--- config.mk ---
export PLATFORM = sky130hd
export DESIGN_NAME = bus_mon
export DESIGN_NICKNAME = d
export VERILOG_FILES = /design/src/hw/bus_mon_pkg.sv /design/src/hw/pin_sync.sv /design/src/hw/bus_mon.sv
export SDC_FILE = /design/constraint.sdc
export NUM_CORES = 1
export LEC_CHECK = 0
export BUFFER_PORTS_ARGS = -buffer_cell sky130_fd_sc_hd__buf_4
export CORE_ASPECT_RATIO = 0.8
export CORE_MARGIN = 2
export CORE_UTILIZATION = 45
export DETAILED_ROUTE_END_ITERATION = 10
export GPL_TIMING_DRIVEN = 0
export SKIP_LAST_GASP = 1
export SYNTH_ARGS = -nofsm -noshare
export SYNTH_HDL_FRONTEND = slang
export SYNTH_SLANG_ARGS = --single-unit
--- constraint.sdc ---
create_clock -name ref_clk -period 2.5 [get_ports ref_clk]
set_clock_uncertainty 0.1 [all_clocks]
set_input_delay 0.5 -clock ref_clk [delete_from_list [all_inputs] [get_ports ref_clk]]
set_output_delay 0.5 -clock ref_clk [all_outputs]
set_load 0.01 [all_outputs]
--- src/hw/bus_mon_pkg.sv ---
// Package for the serial bus monitor block: register offsets, field
// positions, reset values and timing counts.
// Assumes a 200 MHz ref_clk and a plain address/strobe register port.
package bus_mon_pkg;

    // Register port geometry.
    localparam int ADDR_W = 2;
    localparam int DATA_W = 8;

    // Register offsets.
    localparam logic [ADDR_W-1:0] OFS_BUS_DATA  = 2'h0;
    localparam logic [ADDR_W-1:0] OFS_OWN_ADDR  = 2'h1;
    localparam logic [ADDR_W-1:0] OFS_CONTROL   = 2'h2;
    localparam logic [ADDR_W-1:0] OFS_STATUS    = 2'h3;

    // Control register fields.
    localparam int CTL_IRQ_EN  = 0;
    localparam int CTL_ACK_EN  = 1;
    localparam int CTL_PRE_LSB = 4;
    localparam int PRE_W       = 2;

    // Status register fields.
    localparam int ST_BYTE_PEND = 7;
    localparam int ST_STOP_SEEN = 5;
    localparam int ST_ADDRESSED = 2;
    localparam int ST_LAST_BIT  = 3;
    localparam int ST_MONITOR   = 1;
    localparam int ST_BUS_IDLE  = 0;

    // Reset values.
    localparam logic [6:0]       OWN_ADDR_RST = 7'h00;
    localparam logic [PRE_W-1:0] PRESCALE_RST = 2'h3;   // Setting for a 12 MHz source clock.

    // Reset filter: a low pulse must last this many source clock cycles.
    localparam int RST_MIN_CYC = 30;
    // Source clock cycle assumed for the filter, in ns, and ref_clk period.
    localparam int SRC_CLK_NS  = 83;
    localparam int REF_CLK_NS  = 5;
    localparam int RST_FILT_CYC = (RST_MIN_CYC * SRC_CLK_NS + REF_CLK_NS - 1) / REF_CLK_NS;
    localparam int RST_CNT_W    = 10;

endpackage

--- src/hw/pin_sync.sv ---
// Three-stage synchroniser for one asynchronous pin, with agreement check.
// Assumes the pin is unrelated to ref_clk; output changes once stages 2 and 3 agree.
`timescale 1ns/1ps
module pin_sync #(
    parameter logic RST_VAL = 1'b1
) (
    // Clock and reset.
    input  wire logic ref_clk,
    input  wire logic rst,
    // Pin and filtered level.
    input  wire logic pin_in,
    output logic      level
);
    typedef struct packed {
        logic [2:0] stage;
        logic       level;
    } sync_state_t;

    sync_state_t s_r;
    sync_state_t s_nxt;

    // Shift the pin in and update the level when the last two stages agree.
    always_comb begin
        s_nxt       = s_r;
        s_nxt.stage = {s_r.stage[1:0], pin_in};
        if (s_r.stage[1] == s_r.stage[2]) begin
            s_nxt.level = s_r.stage[2];
        end
    end

    // Register the state.
    always_ff @(posedge ref_clk) begin
        if (rst) begin
            s_r <= '{stage: {3{RST_VAL}}, level: RST_VAL};
        end else begin
            s_r <= s_nxt;
        end
    end

    assign level = s_r.level;
endmodule

--- src/hw/bus_mon.sv ---
// What this block does
// - Own address all zero enters monitor mode.
// - Monitor mode counts every transfer as selected.
// - Monitor mode stays slave receiver, never transmits.
// - Monitor mode never drives acknowledge low.
// - Monitor mode never raises interrupt request.
// - Monitor mode never stretches the serial clock.
// - Each monitored byte lands in receive buffer.
// - Pending flag clears after ack, sets next.
// - Prescaler resets to the 12 MHz setting.
// - Reset accepted only after thirty-clock low pulse.
// - Reset clears flags, sets byte-pending and bus-idle flags.
//
// Serial bus controller slave receiver with passive monitor mode.
// Assumes SCL/SDA pins are asynchronous; register port is on ref_clk.
`timescale 1ns/1ps
module bus_mon
    import bus_mon_pkg::*;
#(
    parameter int RST_FILT = RST_FILT_CYC
) (
    // Clock and resets.
    input  wire logic                           ref_clk,
    input  wire logic                           rst,
    input  wire logic                           ext_reset_n,
    // Register port.
    input  wire logic [bus_mon_pkg::ADDR_W-1:0] reg_addr,
    input  wire logic [bus_mon_pkg::DATA_W-1:0] reg_wdata,
    input  wire logic                           reg_wr,
    input  wire logic                           reg_rd,
    output logic      [bus_mon_pkg::DATA_W-1:0] reg_rdata,
    // Serial bus pins.
    input  wire logic                           scl_in,
    output logic                                scl_out,
    output logic                                scl_oe,
    input  wire logic                           sda_in,
    output logic                                sda_out,
    output logic                                sda_oe,
    // Interrupt request, active low.
    output logic                                irq_n
);
    import bus_mon_pkg::*;

    typedef enum logic [1:0] {
        ST_IDLE,
        ST_DATA,
        ST_ACK,
        ST_SKIP
    } rx_state_t;

    typedef struct packed {
        rx_state_t          st;
        logic               scl_q;
        logic               sda_q;
        logic [3:0]         bit_cnt;
        logic [7:0]         shift;
        logic               first_byte;
        logic               selected;
        logic               ack_drive;
        logic               hold_scl;
        logic [6:0]         own_address_reg;
        logic [7:0]         bus_data_reg;
        logic               irq_output_enable;
        logic               ack_en;
        logic [PRE_W-1:0]   prescale;
        logic               byte_pend;
        logic               stop_seen;
        logic               addressed;
        logic               last_bit;
        logic               bus_idle_flag;
        logic [RST_CNT_W-1:0] rst_cnt;
        logic               ext_rst_fire;
        logic [DATA_W-1:0]  rdata;
        logic               irq_n;
    } mon_state_t;

    mon_state_t s_r;
    mon_state_t s_nxt;

    logic scl_s;
    logic sda_s;
    logic rstn_s;
    logic monitor;
    logic scl_rise;
    logic scl_fall;
    logic start_cond;
    logic stop_cond;
    logic [7:0] status;

    // Synchronise the two bus lines and the external reset pin.
    pin_sync #(.RST_VAL(1'b1)) u_scl_sync (
        .ref_clk (ref_clk),
        .rst     (rst),
        .pin_in  (scl_in),
        .level   (scl_s)
    );
    pin_sync #(.RST_VAL(1'b1)) u_sda_sync (
        .ref_clk (ref_clk),
        .rst     (rst),
        .pin_in  (sda_in),
        .level   (sda_s)
    );
    pin_sync #(.RST_VAL(1'b1)) u_rst_sync (
        .ref_clk (ref_clk),
        .rst     (rst),
        .pin_in  (ext_reset_n),
        .level   (rstn_s)
    );

    // Monitor mode and bus line events.
    assign monitor    = (s_r.own_address_reg == 7'h00);
    assign scl_rise   = scl_s & ~s_r.scl_q;
    assign scl_fall   = ~scl_s & s_r.scl_q;
    assign start_cond = scl_s & s_r.scl_q & s_r.sda_q & ~sda_s;
    assign stop_cond  = scl_s & s_r.scl_q & ~s_r.sda_q & sda_s;

    // Status byte as software reads it.
    always_comb begin
        status               = 8'h00;
        status[ST_BYTE_PEND] = s_r.byte_pend;
        status[ST_STOP_SEEN] = s_r.stop_seen;
        status[ST_LAST_BIT]  = s_r.last_bit;
        status[ST_ADDRESSED] = s_r.addressed;
        status[ST_MONITOR]   = monitor;
        status[ST_BUS_IDLE]  = s_r.bus_idle_flag;
    end

    // Receiver, register port and reset filter.
    always_comb begin
        s_nxt              = s_r;
        s_nxt.scl_q        = scl_s;
        s_nxt.sda_q        = sda_s;
        s_nxt.ext_rst_fire = 1'b0;

        // Bus idle tracking holds in every mode.
        if (start_cond) begin
            s_nxt.bus_idle_flag = 1'b0;
        end else if (stop_cond) begin
            s_nxt.bus_idle_flag = 1'b1;
        end

        case (s_r.st)
            ST_IDLE: begin
                s_nxt.ack_drive = 1'b0;
            end
            ST_DATA: begin
                if (scl_rise) begin
                    s_nxt.shift   = {s_r.shift[6:0], sda_s};
                    s_nxt.bit_cnt = s_r.bit_cnt + 4'h1;
                    if (s_r.bit_cnt == 4'h0 && monitor) begin
                        s_nxt.byte_pend = 1'b1;
                    end
                end
                if (scl_fall && s_r.bit_cnt == 4'h8) begin
                    s_nxt.bit_cnt = 4'h0;
                    s_nxt.st      = ST_ACK;
                    if (s_r.first_byte) begin
                        s_nxt.selected  = monitor || (s_r.shift[7:1] == s_r.own_address_reg)
                                          || (s_r.shift == 8'h00);
                        s_nxt.addressed = s_nxt.selected;
                    end
                    if (s_nxt.selected) begin
                        s_nxt.bus_data_reg = s_r.shift;
                        s_nxt.ack_drive    = s_r.ack_en && !monitor;
                    end
                    if (!s_nxt.selected) begin
                        s_nxt.st = ST_SKIP;
                    end
                end
            end
            ST_ACK: begin
                if (scl_rise) begin
                    s_nxt.last_bit = sda_s;
                end
                if (scl_fall) begin
                    s_nxt.ack_drive  = 1'b0;
                    s_nxt.first_byte = 1'b0;
                    s_nxt.byte_pend  = 1'b0;
                    s_nxt.hold_scl   = !monitor;
                    s_nxt.st         = ST_DATA;
                end
            end
            ST_SKIP: begin
                s_nxt.ack_drive = 1'b0;
            end
            default: begin
                s_nxt.st = ST_IDLE;
            end
        endcase

        // Start or stop conditions restart byte framing.
        if (start_cond) begin
            s_nxt.st         = ST_DATA;
            s_nxt.bit_cnt    = 4'h0;
            s_nxt.first_byte = 1'b1;
            s_nxt.selected   = 1'b0;
            s_nxt.ack_drive  = 1'b0;
        end else if (stop_cond) begin
            s_nxt.st        = ST_IDLE;
            s_nxt.ack_drive = 1'b0;
            s_nxt.hold_scl  = 1'b0;
            if (s_r.selected) begin
                s_nxt.stop_seen = 1'b1;
            end
        end

        // Monitor mode never holds the clock; in normal mode software releases it by reading data.
        if (monitor) begin
            s_nxt.hold_scl = 1'b0;
        end

        // Register reads; outside monitor mode a data register read re-arms the pending flag.
        s_nxt.rdata = s_r.rdata;
        if (reg_rd) begin
            case (reg_addr)
                OFS_BUS_DATA: begin
                    s_nxt.rdata = s_r.bus_data_reg;
                    if (!monitor) begin
                        s_nxt.byte_pend = 1'b1;
                        s_nxt.hold_scl  = 1'b0;
                    end
                end
                OFS_OWN_ADDR: s_nxt.rdata = {1'b0, s_r.own_address_reg};
                OFS_CONTROL: begin
                    s_nxt.rdata = 8'h00;
                    s_nxt.rdata[CTL_IRQ_EN] = s_r.irq_output_enable;
                    s_nxt.rdata[CTL_ACK_EN] = s_r.ack_en;
                    s_nxt.rdata[CTL_PRE_LSB +: PRE_W] = s_r.prescale;
                end
                OFS_STATUS:  s_nxt.rdata = status;
                default:     s_nxt.rdata = 8'h00;
            endcase
        end

        // Register writes.
        if (reg_wr) begin
            case (reg_addr)
                OFS_OWN_ADDR: s_nxt.own_address_reg = reg_wdata[6:0];
                OFS_CONTROL: begin
                    s_nxt.irq_output_enable = reg_wdata[CTL_IRQ_EN];
                    s_nxt.ack_en            = reg_wdata[CTL_ACK_EN];
                    s_nxt.prescale          = reg_wdata[CTL_PRE_LSB +: PRE_W];
                end
                default: begin
                end
            endcase
        end

        // Interrupt when a byte completes, suppressed in monitor mode.
        s_nxt.irq_n = ~(s_r.irq_output_enable && !s_r.byte_pend && !monitor);

        // External reset filter: only a long enough low pulse resets.
        if (rstn_s) begin
            s_nxt.rst_cnt = '0;
        end else if (s_r.rst_cnt != RST_CNT_W'(RST_FILT)) begin
            s_nxt.rst_cnt = s_r.rst_cnt + 1'b1;
            if (s_r.rst_cnt == RST_CNT_W'(RST_FILT - 1)) begin
                s_nxt.ext_rst_fire = 1'b1;
            end
        end
    end

    // Register the state; both resets give the same defined state, except that only rst clears rst_cnt.
    always_ff @(posedge ref_clk) begin
        if (rst || s_r.ext_rst_fire) begin
            s_r <= '{st: ST_IDLE, scl_q: 1'b1, sda_q: 1'b1, bit_cnt: 4'h0,
                     shift: 8'h00, first_byte: 1'b0, selected: 1'b0,
                     ack_drive: 1'b0, hold_scl: 1'b0, own_address_reg: OWN_ADDR_RST,
                     bus_data_reg: 8'h00, irq_output_enable: 1'b0, ack_en: 1'b0,
                     prescale: PRESCALE_RST,
                     byte_pend: 1'b1, stop_seen: 1'b0, addressed: 1'b0,
                     last_bit: 1'b0, bus_idle_flag: 1'b1,
                     rst_cnt: (rst ? '0 : s_r.rst_cnt), ext_rst_fire: 1'b0,
                     rdata: 8'h00, irq_n: 1'b1};
        end else begin
            s_r <= s_nxt;
        end
    end

    // Pins only ever pull low; outputs come straight from flip-flops.
    assign reg_rdata = s_r.rdata;
    assign scl_out   = 1'b0;
    assign scl_oe    = s_r.hold_scl;
    assign sda_out   = 1'b0;
    assign sda_oe    = s_r.ack_drive;
    assign irq_n     = s_r.irq_n;
endmodule

==> results.json <==
{
  "clk_pin_slew_worst_paths_ns": 0.08,
  "drive_above_1_share_pct": 16.0,
  "layout_min_cycle_time_ns": 2.30,
  "final_common_cell": "dfxtp_1",
  "crit_chain": "or4_4 -> nor4_4 -> a21oi_2 -> a31oi_4 -> mux2i_1",
  "reg2reg_depth": 5,
  "cts_tree": "done",
  "ys_warn_count": 0,
  "relSlewSlack_pct": 40.1,
  "wl_per_cell_um": 13.6,
  "vias": 2646,
  "num_antenna_cells": 0,
  "cts_hold_buf": 0,
  "die-width_um": 101,
  "synth-seq-cells": 76,
  "hold_violations": 0,
  "fillers": 699,
  "clk_latency_ns": 0.35,
  "whs_path_depth": 2,
  "grt_pass1_wl_um": 12000,
  "drc": 0,
  "track_usage_pct": 18.9,
  "rsz0062_at_grt": "false",
  "fin_crit_sh_pct": 92.1,
  "cp.depth": 5,
  "io_buffers": 25,
  "ys_types": 51,
  "rows": 28,
  "arrival_ns": 2.47,
  "die_area_um2": 8320,
  "gp_congestion": 0.806,
  "ys.flop_type": "dfxtp_1",
  "clockRootBuffer": "clkbuf_8",
  "synth_area_um2": 3420,
  "viasPerCell": 5.06,
  "ctsLongestPathBuffers": 2,
  "cts_sinks": 76,
  "path_delay_family": "simple AND/OR/NAND/NOR gates",
  "crit_fanout": 8,
  "seq_area_frac_synth_pct": 47.4,
  "cts_resized": 0,
  "setup_viol": 0,
  "outcome": "complete, no violations",
  "wl_um": 7130,
  "fin_util_pct": 54.0,
  "synthArstFlopShare_pct": 0,
  "synth-edff-count": 10,
  "cp.buffers_inverters": 0,
  "drt_iter0_drc": 109,
  "critPathRequiredTime_ns": 2.67,
  "drtPass1Iterations": 4,
  "p_leak_nw": 1.54,
  "setup.worst_path.class": "flip-flop to flip-flop",
  "max_cap_viol_count": 0,
  "die_h_um": 82.0,
  "pin_count": 30,
  "drtAntennaViolNets": 0,
  "core_um2": 7390,
  "slew_violations": 0,
  "postCtsSetupRepairBufs": 0,
  "h-tree-depth": 3,
  "power_density_nw_per_um2": 653,
  "hp-class": "input port to flip-flop",
  "fmax_mhz": 434,
  "dpl.hpwl_um": 5210,
  "worst_setup_path_end_kind": "flip-flop",
  "layout_common_cells": "dfxtp_1, nand2_1, nor2_1, buf_4, a21oi_1",
  "crit_slowest_cell": "or4_4",
  "antenna_found_initial": 0,
  "cp-start-kind": "flip-flop",
  "grt.overflow.total": 0,
  "tightest_slew_ns": 0.897,
  "start_util_pct": 46.3,
  "fin_nets": 438,
  "grt_max_degree": 13,
  "avgSynthCellArea_um2": 9.10,
  "grt_pass1_vias": 2458,
  "tns_ns": 0,
  "area_growth_pct": 16.6,
  "critPathMaxStageDelay_ns": 0.56,
  "cts-buffers-inserted": 9,
  "peakVddDrop_v": 0.000266,
  "netlist_instances": 376
}
## per-layer routing
metal / wire length (um) / track usage, % / vias to the layer above
met2: 2930 / 26.8 / 42
met5: 0 / 0 / -
li1: - / - / 1364
met1: 3820 / 27.4 / 1235
met4: 68 / 5.27 / 0
met3: 316 / 6.21 / 5
## layout make-up
| type | instances | area (um2) | area share [%] |
|---|---|---|---|
| clock buffer | 13 | 180 | 4.52 |
| multi-input combinational | 269 | 1650 | 41.2 |
| buffer | 25 | 133 | 3.32 |
| clock inverter | 3 | 65.1 | 1.63 |
| tap | 105 | 131 | 3.29 |
| inverter | 7 | 26.3 | 0.659 |
| timing repair buffer | 25 | 188 | 4.70 |
| sequential | 76 | 1620 | 40.6 |
## Yosys cell counts, types with 3 or more instances
master | number | area share, %
edfxtp_1 | 10 | 8.8
inv_1 | 7 | 0.77
clkbuf_1 | 11 | 1.2
nand4_1 | 4 | 0.73
or2_2 | 10 | 1.8
buf_4 | 10 | 2.2
dfxtp_1 | 66 | 39
ha_1 | 8 | 2.9
nor2_1 | 43 | 4.7
nand2_1 | 59 | 6.5
o221ai_1 | 3 | 0.77
a21oi_1 | 27 | 3.9
nand3_1 | 16 | 2.3
or3_1 | 4 | 0.73
mux2i_1 | 24 | 7.0
o21ai_0 | 6 | 0.88
nor4_1 | 3 | 0.55
o21bai_1 | 5 | 1.1
nor3b_1 | 3 | 0.66
xor2_1 | 8 | 2.0
nor2b_1 | 4 | 0.73
buf_1 | 3 | 0.33
xnor2_1 | 8 | 2.0
## sequential cells by signal, summed over array words and instances (netlist names)
signal	flops
sda_oe	1
irq_n	1
u_sda_sync.s_r	1
reg_rdata	8
u_sda_sync.level	1
u_rst_sync.s_nxt	2
u_sda_sync.s_nxt	2
scl_oe	1
u_scl_sync.level	1
u_scl_sync.s_nxt	2
s_r	53
u_scl_sync.s_r	1
u_rst_sync.level	1
u_rst_sync.s_r	1
## where the power goes
group          switching, W  leakage (nW)  internal, W
combinational      0.000106         0.757    0.0000926
sequential        0.0000196         0.660      0.00126
clock              0.000451         0.125     0.000677
total              0.000577          1.54      0.00203
## cells by family (layout without fill, tap and decap cells)
kind of cell | after synthesis | after routing | share of synthesized area [%]
XOR/XNOR | 16 | 16 | 4.10
AND/OR/NAND/NOR | 161 | 161 | 22.6
AO/OA/AOI/OAI | 58 | 58 | 11.2
multiplexers | 24 | 24 | 7.02
buffers and inverters | 32 | 73 | 4.64
other | 1 | 2 | 0.110
adder cells (fa/ha/maj) | 8 | 8 | 2.93
flip-flops | 76 | 76 | 47.4
## metrics by stage
stage / area (um2) / power (W) / setup WS, ns / cells / hold slack [ns]
after global placement: 3740 / 0.00150 / 0.232 / 507 / 0.292
after detailed placement: 3740 / 0.00150 / 0.221 / 507 / 0.298
after global routing: 3990 / 0.00270 / 0.0369 / 523 / 0.213
final: 3990 / 0.00260 / 0.198 / 523 / 0.235
after floorplan: 3430 / 0.00143 / 0.539 / 377 / 0.289
after CTS: 3990 / 0.00263 / 0.176 / 523 / 0.219
## path summary, 6_finish.rpt
path	from	to	slack, ns
worst max-delay path	s_r[39]$_SDFFE_PP0P_	s_r[34]$_SDFFE_PP0P_	0.20
worst min-delay path	ext_reset_n	u_rst_sync.s_nxt[2]$_SDFF_PP1_	0.23
worst max register to register	s_r[39]$_SDFFE_PP0P_	s_r[34]$_SDFFE_PP0P_	0.20
worst min register to register	u_scl_sync.s_nxt[2]$_SDFF_PP1_	u_scl_sync.s_nxt[3]$_SDFF_PP1_	0.31
Power figures use the tool's default switching activity.
